### src/rtl/lamp_inverter_regs.svh
// Constants of the lamp inverter supervisor: timing figures and derived cycle counts.
// Notes on behaviour
// - Reaching the run frequency after ignition starts a 625 ms pre-run phase that then goes to run.
// - Both end-of-life detectors stay disabled during pre-run and are enabled only in run.
// - An AC lamp sense current above 210 uA pp held for more than 620 us is a lamp overvoltage fault.
// - A lamp overvoltage fault restarts once, then latches power down until the fault goes away.
// - A DC lamp sense current above 42 uA of either sign held for 2500 ms is a rectifier fault.
// - A rectifier fault restarts once, then latches power down until a new lamp is detected.
// - In run, low-side sense below +100 mV over the second half of low-side on-time means idling.
// - Idling held for 2500 ms restarts once, then latches power down until a load is back.
// - Low-side sense below -100 mV before high-side turn-on or above 2.0 V at it means overcurrent.
// - Overcurrent held for 620 us restarts once, then latches power down until both overcurrent sense flags are gone.
// - The dead time adapts within 1.25 us to 2.5 us and is applied in every mode except latched power down.
// - Dead time measurement starts when the high-side gate is switched off.
// - Measurement ends after sense stays below -100 mV for 280 ns; the time is stored, low side on.
// - After the low-side gate turns off the stored dead time elapses before high side turns on.
`ifndef LAMP_INVERTER_REGS_SVH
`define LAMP_INVERTER_REGS_SVH
`define LIF_CLK_MHZ 125
`define LIF_PRERUN_MS 625
`define LIF_OV_US 620
`define LIF_RECT_MS 2500
`define LIF_IDLE_MS 2500
`define LIF_OC_US 620
`define LIF_DT_MIN_NS 1250
`define LIF_DT_MAX_NS 2500
`define LIF_FILT_NS 280
`define LIF_MS_CYC(ms) ((ms) * `LIF_CLK_MHZ * 1000)
`define LIF_US_CYC(us) ((us) * `LIF_CLK_MHZ)
`define LIF_NS_CEIL(ns) (((ns) * `LIF_CLK_MHZ + 999) / 1000)
`define LIF_NS_FLOOR(ns) (((ns) * `LIF_CLK_MHZ) / 1000)
`define LIF_F_OV 0
`define LIF_F_RECT 1
`define LIF_F_IDLE 2
`define LIF_F_OC 3
`endif

### src/rtl/lamp_inverter_pkg.sv
// Types shared by the lamp inverter supervisor and its users.
package lamp_inverter_pkg;
    typedef enum logic [3:0] {
        MODE_START = 4'h1,
        MODE_PRERUN = 4'h2,
        MODE_RUN = 4'h4,
        MODE_LATCHED = 4'h8
    } mode_type;
    typedef struct packed {
        logic ac_over;
        logic dc_over;
    } lamp_voltage_sense_type;
    typedef struct packed {
        logic below_p100;
        logic below_m100;
        logic above_2v;
    } low_side_current_sense_type;
    typedef struct packed {
        logic overcurrent_load_fault;
        logic idle_load_fault;
        logic rectifier_effect_fault;
        logic lamp_overvoltage_fault;
    } fault_vec_type;
endpackage

### src/rtl/lamp_inverter_fault_deadtime.sv
// Lamp inverter supervisor: end-of-life and load faults with restart, and adaptive dead time.
`timescale 1ns/10ps
`include "lamp_inverter_regs.svh"
module lamp_inverter_fault_deadtime #(
    parameter int PRERUN_CYC = `LIF_MS_CYC(`LIF_PRERUN_MS),
    parameter int OV_CYC = `LIF_US_CYC(`LIF_OV_US),
    parameter int RECT_CYC = `LIF_MS_CYC(`LIF_RECT_MS),
    parameter int IDLE_CYC = `LIF_MS_CYC(`LIF_IDLE_MS),
    parameter int OC_CYC = `LIF_US_CYC(`LIF_OC_US),
    parameter int HS_WIN_CYC = 8
) (
    input wire logic mclk,
    input wire logic sys_rst,
    input wire logic run_freq_reached,
    input wire logic lamp_inserted,
    input wire logic hs_off_req,
    input wire logic ls_off_req,
    input wire lamp_inverter_pkg::lamp_voltage_sense_type lamp_voltage_sense,
    input wire lamp_inverter_pkg::low_side_current_sense_type low_side_current_sense,
    output logic gate_hs,
    output logic gate_ls,
    output lamp_inverter_pkg::mode_type mode,
    output logic eol_enable,
    output logic restart_req,
    output logic power_down,
    output lamp_inverter_pkg::fault_vec_type fault_seen,
    output logic [8:0] stored_dead_time
);
    import lamp_inverter_pkg::*;

    // ----------------------------------------------------------------
    // Derived dead-time figures
    // ----------------------------------------------------------------
    localparam logic [8:0] DT_MIN = 9'(`LIF_NS_CEIL(`LIF_DT_MIN_NS));
    localparam logic [8:0] DT_MAX = 9'(`LIF_NS_FLOOR(`LIF_DT_MAX_NS));
    localparam logic [8:0] FILT = 9'(`LIF_NS_CEIL(`LIF_FILT_NS));

    if (PRERUN_CYC < 1 || OV_CYC < 1 || RECT_CYC < 1 || IDLE_CYC < 1 || OC_CYC < 1) begin : g_chk
        $error("Persistence counts must be at least one cycle.");
    end
    if (HS_WIN_CYC < 1 || HS_WIN_CYC > 255) begin : g_chk_win
        $error("High-side window must be 1 to 255 cycles.");
    end

    // Timer reaches its limit; shared by all persistence timers.
    function automatic logic reached(input logic [31:0] cnt, input int lim);
        reached = (cnt >= 32'(lim - 1));
    endfunction

    // ----------------------------------------------------------------
    // Half-bridge sequencing
    // ----------------------------------------------------------------
    typedef enum logic [3:0] {
        HB_HS_ON = 4'h1,
        HB_MEAS = 4'h2,
        HB_LS_ON = 4'h4,
        HB_WAIT = 4'h8
    } hb_type;

    hb_type hb_reg;
    logic [8:0] dt_cnt_reg;
    logic [8:0] filt_cnt_reg;
    logic [15:0] ls_cnt_reg;
    logic [15:0] ls_len_reg;
    logic [7:0] hs_win_reg;
    logic active;
    logic meas_done;
    logic wait_done;

    assign active = (mode != MODE_LATCHED);
    assign meas_done = (filt_cnt_reg >= FILT - 9'h001) && low_side_current_sense.below_m100;
    assign wait_done = (dt_cnt_reg >= stored_dead_time - 9'h001);

    // Dead time runs in every mode except latched power down, which parks both gates.
    always_ff @(posedge mclk or posedge sys_rst) begin
        if (sys_rst) begin
            hb_reg <= HB_WAIT;
            dt_cnt_reg <= 9'h000;
        end else if (!active) begin
            hb_reg <= HB_WAIT;
            dt_cnt_reg <= 9'h000;
        end else begin
            case (hb_reg)
                HB_HS_ON: begin
                    dt_cnt_reg <= 9'h000;
                    if (hs_off_req) begin
                        hb_reg <= HB_MEAS;
                    end
                end
                HB_MEAS: begin
                    dt_cnt_reg <= dt_cnt_reg + 9'h001;
                    // A missing sense edge must not stall the bridge, so the maximum ends it too.
                    if (meas_done || dt_cnt_reg >= DT_MAX - 9'h001) begin
                        hb_reg <= HB_LS_ON;
                    end
                end
                HB_LS_ON: begin
                    dt_cnt_reg <= 9'h000;
                    if (ls_off_req) begin
                        hb_reg <= HB_WAIT;
                    end
                end
                default: begin
                    dt_cnt_reg <= dt_cnt_reg + 9'h001;
                    if (wait_done) begin
                        hb_reg <= HB_HS_ON;
                    end
                end
            endcase
        end
    end

    // The low-side sense must stay below -100 mV without a break to close a measurement.
    always_ff @(posedge mclk or posedge sys_rst) begin
        if (sys_rst) begin
            filt_cnt_reg <= 9'h000;
        end else if (hb_reg == HB_MEAS && low_side_current_sense.below_m100) begin
            filt_cnt_reg <= filt_cnt_reg + 9'h001;
        end else begin
            filt_cnt_reg <= 9'h000;
        end
    end

    // Store the measured time, clamped into the adjustable range.
    always_ff @(posedge mclk or posedge sys_rst) begin
        if (sys_rst) begin
            stored_dead_time <= DT_MAX;
        end else if (hb_reg == HB_MEAS && (meas_done || dt_cnt_reg >= DT_MAX - 9'h001)) begin
            if (dt_cnt_reg + 9'h001 < DT_MIN) begin
                stored_dead_time <= DT_MIN;
            end else begin
                stored_dead_time <= dt_cnt_reg + 9'h001;
            end
        end
    end

    // Gates come from flip-flops so they never glitch on decoder transitions.
    always_ff @(posedge mclk or posedge sys_rst) begin
        if (sys_rst) begin
            gate_hs <= 1'b0;
            gate_ls <= 1'b0;
        end else begin
            gate_hs <= active && (hb_reg == HB_HS_ON) && !hs_off_req;
            gate_ls <= active && (hb_reg == HB_LS_ON) && !ls_off_req;
        end
    end

    // ----------------------------------------------------------------
    // Load condition sampling on the low-side sense
    // ----------------------------------------------------------------
    logic idle_ok_reg;
    logic idle_cond_reg;
    logic oc_cond_reg;
    logic pre_hs_low;

    // The previous on-time gives the half point; the first period after reset uses zero.
    always_ff @(posedge mclk or posedge sys_rst) begin
        if (sys_rst) begin
            ls_cnt_reg <= 16'h0000;
            ls_len_reg <= 16'h0000;
        end else if (hb_reg == HB_LS_ON) begin
            ls_cnt_reg <= ls_cnt_reg + 16'h0001;
            if (ls_off_req) begin
                ls_len_reg <= ls_cnt_reg + 16'h0001;
            end
        end else begin
            ls_cnt_reg <= 16'h0000;
        end
    end

    // Idling holds only if the sense stayed under +100 mV over the whole second half.
    always_ff @(posedge mclk or posedge sys_rst) begin
        if (sys_rst) begin
            idle_ok_reg <= 1'b1;
            idle_cond_reg <= 1'b0;
        end else if (hb_reg == HB_LS_ON) begin
            if (ls_cnt_reg >= {1'b0, ls_len_reg[15:1]} && !low_side_current_sense.below_p100) begin
                idle_ok_reg <= 1'b0;
            end
            if (ls_off_req) begin
                idle_cond_reg <= idle_ok_reg && low_side_current_sense.below_p100;
            end
        end else begin
            idle_ok_reg <= 1'b1;
            idle_cond_reg <= idle_cond_reg && active;
        end
    end

    assign pre_hs_low = (hb_reg == HB_WAIT) && wait_done && low_side_current_sense.below_m100;
    // Overcurrent is judged once per period; a parked bridge drops any old verdict.
    always_ff @(posedge mclk or posedge sys_rst) begin
        if (sys_rst) begin
            hs_win_reg <= 8'h00;
            oc_cond_reg <= 1'b0;
        end else if (pre_hs_low) begin
            oc_cond_reg <= 1'b1;
            hs_win_reg <= 8'(HS_WIN_CYC);
        end else if ((hb_reg == HB_WAIT && wait_done) || !active) begin
            oc_cond_reg <= 1'b0;
            hs_win_reg <= active ? 8'(HS_WIN_CYC) : 8'h00;
        end else if (hs_win_reg != 8'h00) begin
            hs_win_reg <= hs_win_reg - 8'h01;
            if (low_side_current_sense.above_2v) begin
                oc_cond_reg <= 1'b1;
            end
        end
    end

    // ----------------------------------------------------------------
    // Persistence timers, one for each fault
    // ----------------------------------------------------------------
    logic [3:0] cond;
    logic [3:0] qual;
    logic [31:0] pers_reg [4];
    int lim [4];

    assign lim[`LIF_F_OV] = OV_CYC;
    assign lim[`LIF_F_RECT] = RECT_CYC;
    assign lim[`LIF_F_IDLE] = IDLE_CYC;
    assign lim[`LIF_F_OC] = OC_CYC;

    // Nothing is watched outside run mode, which keeps the pre-run phase fault free.
    always_comb begin
        cond[`LIF_F_OV] = eol_enable && lamp_voltage_sense.ac_over;
        cond[`LIF_F_RECT] = eol_enable && lamp_voltage_sense.dc_over;
        cond[`LIF_F_IDLE] = (mode == MODE_RUN) && idle_cond_reg;
        cond[`LIF_F_OC] = (mode == MODE_RUN) && oc_cond_reg;
    end

    for (genvar i = 0; i < 4; i++) begin : g_pers
        assign qual[i] = cond[i] && reached(pers_reg[i], lim[i]);
        // Any drop-out sends the timer back to zero, so only an unbroken condition qualifies.
        always_ff @(posedge mclk or posedge sys_rst) begin
            if (sys_rst) begin
                pers_reg[i] <= 32'h0000_0000;
            end else if (!cond[i] || qual[i]) begin
                pers_reg[i] <= 32'h0000_0000;
            end else begin
                pers_reg[i] <= pers_reg[i] + 32'h0000_0001;
            end
        end
    end

    // ----------------------------------------------------------------
    // Operating mode and restart handling
    // ----------------------------------------------------------------
    logic [31:0] prerun_reg;
    logic [3:0] used_reg;
    logic [3:0] latch_src_reg;
    logic [3:0] clear;
    logic any_qual;
    logic repeat_qual;
    logic released;

    assign any_qual = |qual;
    assign repeat_qual = |(qual & used_reg);
    assign eol_enable = (mode == MODE_RUN);
    assign power_down = (mode == MODE_LATCHED);

    // Clearance of each latched fault as seen by the sensing network.
    always_comb begin
        clear[`LIF_F_OV] = !lamp_voltage_sense.ac_over;
        clear[`LIF_F_RECT] = lamp_inserted;
        clear[`LIF_F_IDLE] = !low_side_current_sense.below_p100;
        clear[`LIF_F_OC] = !low_side_current_sense.below_m100 &&
            !low_side_current_sense.above_2v;
    end

    assign released = ((latch_src_reg & ~clear) == 4'h0);

    always_ff @(posedge mclk or posedge sys_rst) begin
        if (sys_rst) begin
            mode <= MODE_START;
            prerun_reg <= 32'h0000_0000;
        end else begin
            case (mode)
                MODE_START: begin
                    prerun_reg <= 32'h0000_0000;
                    if (run_freq_reached) begin
                        mode <= MODE_PRERUN;
                    end
                end
                MODE_PRERUN: begin
                    prerun_reg <= prerun_reg + 32'h0000_0001;
                    if (reached(prerun_reg, PRERUN_CYC)) begin
                        mode <= MODE_RUN;
                    end
                end
                MODE_RUN: begin
                    if (repeat_qual) begin
                        mode <= MODE_LATCHED;
                    end else if (any_qual) begin
                        mode <= MODE_START;
                    end
                end
                default: begin
                    if (released) begin
                        mode <= MODE_START;
                    end
                end
            endcase
        end
    end

    // A restart pulse goes out on a first fault and when a latched fault releases.
    always_ff @(posedge mclk or posedge sys_rst) begin
        if (sys_rst) begin
            restart_req <= 1'b0;
        end else begin
            restart_req <= ((mode == MODE_RUN) && any_qual && !repeat_qual) ||
                ((mode == MODE_LATCHED) && released);
        end
    end

    // Restart-used bits; a bit is freed only by the clearance of a latched fault.
    always_ff @(posedge mclk or posedge sys_rst) begin
        if (sys_rst) begin
            used_reg <= 4'h0;
            latch_src_reg <= 4'h0;
        end else if (mode == MODE_RUN && any_qual) begin
            used_reg <= used_reg | qual;
            if (repeat_qual) begin
                latch_src_reg <= qual & used_reg;
            end
        end else if (mode == MODE_LATCHED && released) begin
            used_reg <= used_reg & ~latch_src_reg;
            latch_src_reg <= 4'h0;
        end
    end

    // Sticky record of faults that qualified, cleared together with their restart bit.
    always_ff @(posedge mclk or posedge sys_rst) begin
        if (sys_rst) begin
            fault_seen <= '0;
        end else begin
            fault_seen <= (fault_seen & ~((mode == MODE_LATCHED && released) ?
                latch_src_reg : 4'h0)) | qual;
        end
    end
endmodule

### config.mk
export PLATFORM = sky130hd
export DESIGN_NAME = lamp_inverter_fault_deadtime
export DESIGN_NICKNAME = d
export VERILOG_FILES = /design/src/rtl/lamp_inverter_pkg.sv /design/src/rtl/lamp_inverter_fault_deadtime.sv
export VERILOG_INCLUDE_DIRS = /design/src /design/src/rtl
export SDC_FILE = /design/constraint.sdc
export NUM_CORES = 1
export LEC_CHECK = 0
export ABC_AREA = 1
export BUFFER_PORTS_ARGS = -buffer_cell sky130_fd_sc_hd__buf_2
export CORE_ASPECT_RATIO = 0.7
export CORE_UTILIZATION = 40
export CTS_CLUSTER_DIAMETER = 50
export DETAILED_ROUTE_END_ITERATION = 16
export GPL_TIMING_DRIVEN = 0
export PLACE_DENSITY_LB_ADDON = 0.12
export SLEW_MARGIN = 20
export SYNTH_ARGS = -nofsm -noshare
export SYNTH_HDL_FRONTEND = slang
export SYNTH_SLANG_ARGS = --single-unit
### constraint.sdc
create_clock -name mclk -period 7.95 [get_ports mclk]
set_input_delay 1.1925 -clock mclk [delete_from_list [all_inputs] [get_ports mclk]]
set_output_delay 1.1925 -clock mclk [all_outputs]
set_load 0.02 [all_outputs]
Yosys cells after proc, flatten, opt, wreduce, memory -nomap -nowiden
Index checks and enable logic that the tools add are counted.
Cells by class
  add/subtract/negate cells: 10
  magnitude comparators: 10
  eq/ne operators: 19
  mux-type cells: 40
  bitwise operators: 9
  reduce and logical (&&, ||, !) cells: 58
Operators with widths (number)
  $add A32 B1 Y32 const B: 5
  $mux W32: 4
  $mux W4: 17
  $ge A32 B17 Y1 const B: 2
  $ge A32 B29 Y1 const B: 2
  $pmux W32 S2: 1
  $mux W9: 4
  $ge A32 B27 Y1 const B: 1
  $logic_and A1 B1 Y1: 24
  $mux W8: 3
  $pmux W4 S3: 2
  $add A9 B1 Y9 const B: 2
  $add A16 B1 Y16 const B: 1
  $and A4 B4 Y4: 4
  $ge A16 B15 Y1: 1
  $mux W16: 1
  $logic_not A1 Y1: 12
  $not A4 Y4: 3
  $ge A9 B6 Y1 const B: 1
  $ge A9 B9 Y1: 1
  $ge A9 B9 Y1 const B: 1
  $lt A9 B8 Y1 const B: 1
  $ne A3 B3 Y1 const B: 3
  $sub A9 B1 Y9 const B: 1
  other kinds (22): 49
Word-level totals
  flip-flop bits (word level): 253
  word-level logic and storage cells: 171

Longest topological paths before layout
Gate-level depths: netlist of run 1.
  depth in word-level cells: 10
  mapped depth: 16
  depth with buffers taken out: 16

Worst setup path after synthesis of run 1
No wires, ideal clock.
  path type: flip-flop to flip-flop
  start: register stored_dead_time[0]
  end: register hs_win_reg[3]
  setup time: 127 ps
  arrival time: 2300 ps
  path slack: 5523 ps
  cell stages (with the launch flop): 14
  buffers on the path: 0
  period minus slack after synthesis: 2427 ps
  cells stage by stage: dfrtp_1 inv_1 ha_1 nand4_1 nor3_1 xor2_1 ha_1 a21oi_1 o21a_1 nand4_1 nand4_1 nand2_1 o21ai_0 a21oi_1
Between the ends
  longest elaborated chain between the ends: 6
RTL lines
  start, declared: line lamp_inverter_fault_deadtime.sv:27  | output logic [8:0] stored_dead_time
  start signal, assigned: line lamp_inverter_fault_deadtime.sv:132  | stored_dead_time <= dt_cnt_reg + 9'h001;
  $sub A9 B1 Y9 *: line lamp_inverter_fault_deadtime.sv:72  | assign wait_done = (dt_cnt_reg >= stored_dead_time - 9'h001);
  $ge A9 B9 Y1 *: line lamp_inverter_fault_deadtime.sv:72
  $logic_and A1 B1 Y1 *: line lamp_inverter_fault_deadtime.sv:189, lamp_inverter_fault_deadtime.sv:198
  $logic_or A1 B1 Y1: line lamp_inverter_fault_deadtime.sv:198  | end else if ((hb_reg == HB_WAIT && wait_done) || !active) begin
  $mux W8: line lamp_inverter_fault_deadtime.sv:198
  $mux W8: line lamp_inverter_fault_deadtime.sv:195  | end else if (pre_hs_low) begin
  end signal, assigned: line lamp_inverter_fault_deadtime.sv:197  | hs_win_reg <= 8'(HS_WIN_CYC);
  end signal, assigned: line lamp_inverter_fault_deadtime.sv:200  | hs_win_reg <= active ? 8'(HS_WIN_CYC) : 8'h00;
  end signal, assigned: line lamp_inverter_fault_deadtime.sv:202  | hs_win_reg <= hs_win_reg - 8'h01;
  end, declared: line lamp_inverter_fault_deadtime.sv:65  | logic [7:0] hs_win_reg;
Mark *: on every way between the ends. The rest lies on a longest branch, timed or not.
A chain may end at the register's enable or synchronous reset.

Worst setup path after layout of run 1
  start: register mode[1]
  end: output eol_enable
Between the ends
  longest elaborated chain between the ends: 1
RTL lines
  start, declared: line lamp_inverter_fault_deadtime.sv:22  | output lamp_inverter_pkg::mode_type mode,
  start signal, assigned: line lamp_inverter_fault_deadtime.sv:273  | mode <= MODE_START;
  start signal, assigned: line lamp_inverter_fault_deadtime.sv:280  | mode <= MODE_PRERUN;
  start signal, assigned: line lamp_inverter_fault_deadtime.sv:286  | mode <= MODE_RUN;
  $eq A4 B3 Y1: line lamp_inverter_fault_deadtime.sv:257  | assign eol_enable = (mode == MODE_RUN);
  end, declared: line lamp_inverter_fault_deadtime.sv:23  | output logic eol_enable,
No other way between the ends.

==> run_results.csv, run 1 <==
group,metric,value,unit
clocking,cts_hold_buf,0,
pwr,vdd.ir_drop.worst,0.1570,mV
setup_path,rrSetupSlack,5.14,ns
floorplan,rows,54,
sta,max_slew_margin,0.4588,
sta,tns,0,ns
floorplan,core,31420,sq um
outcome,status,"completed",
floorplan,die_w,216.3,microns
sta,holdWs,0.4519,ns
cells_and_area,fill_cells,3083,
pwr,power_density,232.6,nW/um^2
floorplan,die_y,152.0,microns
clocking,clock_latency,0.56,ns
min_path,holdCritPathClass,"flop to flop",
floorplan,start_util,0.4093,
sta,hold_violations,0,
setup_path,cp-end-kind,"output port",
detailed_routing,drc,0,
sta,fin_skew,0.01139,ns
setup_path,critPathCapture,"eol_enable",
logic_synthesis,yosysTopAreaCellShare,0.4767,
logic_synthesis,seq_area_frac_synth,0.4910,
global_route,grt_overflow,0,
detailed_routing,dr.pass1.iters,5,
cells_and_area,instances_no_fill,2109,
setup_path,crit_fanout,7,
setup_path,critical_path.startpoint,"mode[1]",
setup_path,r2r_end,"hs_win_reg[3]",
floorplan,die_area,32880,sq um
logic_synthesis,synthFlopType,"dfrtp_1",
clocking,clkTransAtPathRegs,0.06,ns
global_route,grt_usage,0.1752,
cells_and_area,multi_input_area,5804,sq um
setup_path,worst_path_max_delay_cell,"dfrtp_1",
setup_path,r2r_cells,13,
logic_synthesis,ys_async_sr_fraction,1.000,
global_route,grt_pass1_wl,48.07,mm
global_route,grt_max_degree,34,
logic_synthesis,netlist_area,12860,sq um
logic_synthesis,syn-instance-count,1557,
logic_synthesis,yosysWarnings,0,
logic_synthesis,synth.distinct_cells,52,
global_route,grt_pass1_vias,9702,
logic_synthesis,synth_largest_area_cell,"dfrtp_1",
logic_synthesis,synth-seq-cells,252,
job,drv_cap,0,
cells_and_area,diodes,0,
clocking,cts_tree,"done",
setup_path,worstPathCellList,"nor2_2, nand3_1, inv_1, buf_2",
setup_path,timing.rr.start,"stored_dead_time[0]",
sta,clock.fmax,328.4,MHz
setup_path,required,6.76,ns
setup_path,crit_type,"flop to output port",
clocking,htree_levels,1,
cells_and_area,drive_gt1_frac,0.09888,
clocking,post_cts.resized_instances,0,
logic_synthesis,yosys.cell_count.top_type,"nand2_1",
sta,fin_crit_sh,0.3831,
global_route,antenna_found_initial,0,
setup_path,arrival,1.85,ns
sta,min_period,3.045,ns
logic_synthesis,synth_commonest_cells,"nand2_1 (297), dfrtp_1 (245), nor2_1 (242)",
clocking,cts_buffers,31,
floorplan,boundaryPins,33,
cells_and_area,nets,1712,
detailed_routing,routed_wl,27.76,mm
logic_synthesis,synth_edf_count,0,
sta,slew_violations,0,
logic_synthesis,ys_top_cells_by_area,"dfrtp_1 (48%), nand2_1 (8.7%), nor2_1 (7.1%)",
place,portBuffers,32,
detailed_routing,postRouteAntennaNets,0,
cells_and_area,regArea,6315,sq um
place,hpwl,20.85,mm
clocking,clock_sinks,252,
cells_and_area,largest_register_ffs,128,
min_path,hp-start,"pers_reg[96]",
place,place_area,13870,sq um
clocking,clockBufferDepth,3,
logic_synthesis,syn_avg_cell_area,8.259,sq um
setup_path,startpoint_type,"flop",
clocking,cts_setup_buffers,0,
detailed_routing,vias,10109,
detailed_routing,wire_per_inst,13.16,microns
setup_path,max_stage_delay,0.47,ns
sta,rsz0062_at_grt,"false",
place,dp.cells,2053,
detailed_routing,vias_per_cell,4.793,
sta,tightestPinTransition,0.8044,ns
pwr,leakagePower,6.819,nW
sta,setup_viol,0,
cells_and_area,fin_area,14880,sq um
detailed_routing,drtIter0Drc,763,
clocking,clock-root-buffer,"clkbuf_16",
cells_and_area,syn2layout_area_growth,15.68,%
cells_and_area,final_util,0.4735,
place,finalWeightedCongestion,0.8460,
-- stage by stage --
| step | worst slack [ns] | power [mW] |
|---|---|---|
| global placement | 1.759 | 2.084 |
| detailed placement | 5.116 | 2.105 |
| finish | 4.905 | 3.461 |
| CTS | 4.823 | 3.517 |
| floorplan | 3.448 | 1.915 |
| global route | 4.726 | 3.670 |
-- power by group --
part           internal (mW)  total [mW]  switching (mW)
clock                  0.820        1.38           0.564
combinational          0.190       0.595           0.406
sequential              1.40        1.48          0.0774
total                   2.41        3.46            1.05
-- worst max-delay path, delay by kind of cell (launching register included) --
family                 cells  cell delay, ns
AND/OR/NAND/NOR            2            0.39
buffers and inverters      2            0.43
flip-flops                 1            0.47
-- how the worst min path moves through the flow --
stage / endpoint / slack (ns) / cells past startpoint
global route: filt_cnt_reg[0] / 0.48 / 1
finish: pers_reg[96] / 0.45 / 1
detailed placement: filt_cnt_reg[0] / 0.45 / 1
floorplan: pers_reg[96] / 0.43 / 1
CTS: filt_cnt_reg[0] / 0.46 / 1
global placement: pers_reg[96] / 0.44 / 1
-- routing by layer --
metal	global-route usage	routed length, microns	share of wire	vias up
met2	0.2387	10790	0.39	154
li1	-	-	-	5245
met5	0	0	0	-
met1	0.2858	15370	0.55	4672
met4	0.03421	472	0.017	0
met3	0.02963	1129	0.041	38
-- cell families after synthesis --
family | Yosys count | share of synthesized area
buffers and inverters | 229 | 0.06782
adders and majority gates | 35 | 0.03405
xor gates and xnor gates | 65 | 0.04427
and+or+nand+nor | 790 | 0.2819
DFF | 252 | 0.4910
other | 1 | 0.0002916
AOI/OAI and AO/OA | 185 | 0.08066
-- cell type report --
cell class,count,area share
Clock buffer,42,0.05694
Tap cell,420,0.03532
Clock inverter,14,0.01085
Sequential cell,252,0.4245
Buffer,18,0.005383
Timing Repair Buffer,41,0.02338
Inverter,211,0.05349
Multi-Input combinational cell,1111,0.3902
-- placed cells by master, fill, tap and decap left out, drive strengths merged, types with 2 or more instances in the layout --
| master | count |
|---|---|
| inv | 213 |
| nand2 | 308 |
| nor4 | 14 |
| nand4 | 42 |
| a211oi | 6 |
| nor3b | 15 |
| xnor2 | 17 |
| or2 | 4 |
| a31oi | 7 |
| clkinvlp | 2 |
| and2 | 2 |
| a32oi | 2 |
| nor2 | 259 |
| a22oi | 6 |
| nor3 | 69 |
| nand3 | 75 |
| bufinv | 2 |
| xor2 | 48 |
| clkinv | 8 |
| clkbuf | 52 |
| ha | 35 |
| o21ai | 69 |
| o21a | 4 |
| a31o | 3 |
| o21bai | 2 |
| a21oi | 73 |
| buf | 49 |
| conb | 36 |
| dfrtp | 245 |
| dfstp | 7 |
| o22ai | 6 |
Note: power is estimated with default switching activity, not from simulation.
==> inputs of run 2 (changes only) <==
==> constraint.sdc (replaced) <==
create_clock -name mclk -period 2.95 [get_ports mclk]
set_input_delay 0.4425 -clock mclk [delete_from_list [all_inputs] [get_ports mclk]]
set_output_delay 0.4425 -clock mclk [all_outputs]
set_load 0.02 [all_outputs]
==> run 2 against run 1 <==
Against the previous run:
- die area unchanged
- final cell count is essentially flat
- core utilization is 0.056 points higher
==> run_results.csv, run 2 (synthesis gave the netlist of run 1 again) <==
group,metric,value,unit
cells_and_area,mostFrequentLayoutCells,"nand2_1 (296), dfrtp_1 (245), nor2_1 (242)",
cells_and_area,largest_register_ffs,128,
place,dp_slack,0.1163,ns
sta,clock.fmax,366.1,MHz
setup_path,startpoint_type,"flop",
detailed_routing,drc,0,
clocking,clock_sinks,252,
clocking,clock_latency,0.56,ns
floorplan,rows,54,
setup_path,rrSetupSlack,0.22,ns
floorplan,core,31420,sq um
detailed_routing,dr.pass1.iters,5,
pwr,vdd.ir_drop.worst,0.4232,mV
min_path,holdCritPathClass,"input pin to flop",
pwr,p_total,9.329,mW
clocking,cts_tree,"done",
global_route,grt_overflow,0,
detailed_routing,vias_per_cell,4.782,
floorplan,start_util,0.4093,
global_route,grt_usage,0.1752,
setup_path,critical_path.startpoint,"stored_dead_time[0]",
setup_path,critPathCapture,"hb_reg[0]",
setup_path,crit_fanout,8,
sta,rsz0062_at_grt,"false",
global_route,antenna_found_initial,0,
setup_path,timing.rr.start,"stored_dead_time[0]",
pwr,power_density,626.4,nW/um^2
place,portBuffers,32,
floorplan,die_area,32880,sq um
job,drv_cap,0,
clocking,cts_buffers,31,
place,hpwl,20.85,mm
cells_and_area,drive_gt1_frac,0.1000,
global_route,grt_pass1_wl,48.07,mm
sta,max_slew_margin,0.4551,
setup_path,required,3.36,ns
setup_path,crit_type,"flop to flop",
setup_path,worst_path_max_delay_cell,"dfrtp_1",
detailed_routing,postRouteAntennaNets,0,
sta,fin_crit_sh,0.9259,
clocking,clockBufferDepth,3,
setup_path,cp-end-kind,"flop",
cells_and_area,syn2layout_area_growth,15.82,%
clocking,clkTransAtPathRegs,0.06,ns
setup_path,max_stage_delay,0.37,ns
detailed_routing,wire_per_inst,13.15,microns
global_route,grt_pass1_vias,9702,
place,finalWeightedCongestion,0.8460,
pwr,leakagePower,6.825,nW
setup_path,cp.depth,13,
setup_path,r2r_end,"hb_reg[0]",
sta,holdWs,0.08877,ns
sta,min_period,2.731,ns
min_path,worstHoldPathCells,2,
sta,slew_violations,0,
setup_path,cp_top_family,"simple AND/OR/NAND/NOR gates",
sta,setup_viol,0,
setup_path,arrival,3.14,ns
floorplan,die_y,152.0,microns
setup_path,r2r_cells,13,
setup_path,worstPathCellList,"inv_1, ha_1, nand4_1, nor3_1, xor2_1, ha_1, nand2_1, nor2_1, nand3b_1, nand4_1, nor2_1, nor3_2, o21ai_0",
outcome,status,"completed",
detailed_routing,routed_wl,27.74,mm
clocking,htree_levels,1,
setup_path,path_buf_inv,1,
sta,layout_setup_ws,0.2186,ns
cells_and_area,diodes,0,
floorplan,boundaryPins,33,
clocking,clock-root-buffer,"clkbuf_16",
sta,tns,0,ns
detailed_routing,vias,10091,
global_route,grt_max_degree,34,
cells_and_area,final_util,0.4741,
detailed_routing,drtIter0Drc,782,
cells_and_area,layout_commonest_cell,"nand2_1",
cells_and_area,nets,1713,
sta,fin_skew,0.01130,ns
floorplan,die_w,216.3,microns
sta,hold_violations,0,
sta,tightestPinTransition,0.8099,ns
==> run 2: how the worst min path moves through the flow <==
stage               startpoint               to
2_1_floorplan     pers_reg[96]     pers_reg[96]
3_3_place_gp      pers_reg[96]     pers_reg[96]
3_5_place_dp   filt_cnt_reg[0]  filt_cnt_reg[0]
4_1_cts             hs_off_req          gate_hs
5_1_grt             hs_off_req          gate_hs
6_report            hs_off_req          gate_hs
==> run 2: repair_timing <==
| action | in CTS | in global routing |
|---|---|---|
| gates resized for setup | 0 | 2 |
| hold endpoints to repair | 17 | 0 |
| setup endpoints to repair | 0 | 6 |
| hold buffers | 1 | 0 |
| setup buffers | 0 | 0 |
==> run 2: final cells by class <==
class,instances,area [sq um]
Fill cell,3080,16520
Sequential cell,252,6315
Multi-Input combinational cell,1111,5812
Clock buffer,42,847.1
Inverter,211,795.8
Tap cell,420,525.5
Timing Repair Buffer,42,357.8
Clock inverter,14,161.4
Buffer,18,80.08
==> run 2: power breakdown <==
| part | switching [mW] | internal [mW] |
|---|---|---|
| logic | 1.09 | 0.516 |
| registers | 0.208 | 3.78 |
| clock network | 1.52 | 2.21 |
| total | 2.82 | 6.51 |
==> run 2: routing by layer <==
layer	share of wire	up-vias	global-route usage
met5	0	-	0
li1	-	5249	-
met1	0.56	4672	0.2858
met3	0.036	38	0.02963
met4	0.017	0	0.03421
met2	0.39	132	0.2387
==> run 2: per-stage QoR <==
| stage | instance area (sq um) | cells |
|---|---|---|
| after floorplan | 13000 | 1592 |
| after global placement | 13680 | 2044 |
| after detailed placement | 13870 | 2053 |
| after CTS | 14890 | 2110 |
| after global routing | 14890 | 2110 |
| final | 14890 | 2110 |
==> run 2: worst reg2reg max path, delay by kind of cell, from the launching register on <==
family | cells | cell delay, ns
flip-flops | 1 | 0.37
XOR/XNOR | 1 | 0.12
adder cells (fa/ha/maj) | 2 | 0.57
AO/OA/AOI/OAI | 1 | 0.16
AND/OR/NAND/NOR | 8 | 1.26
buffers and inverters | 1 | 0.13
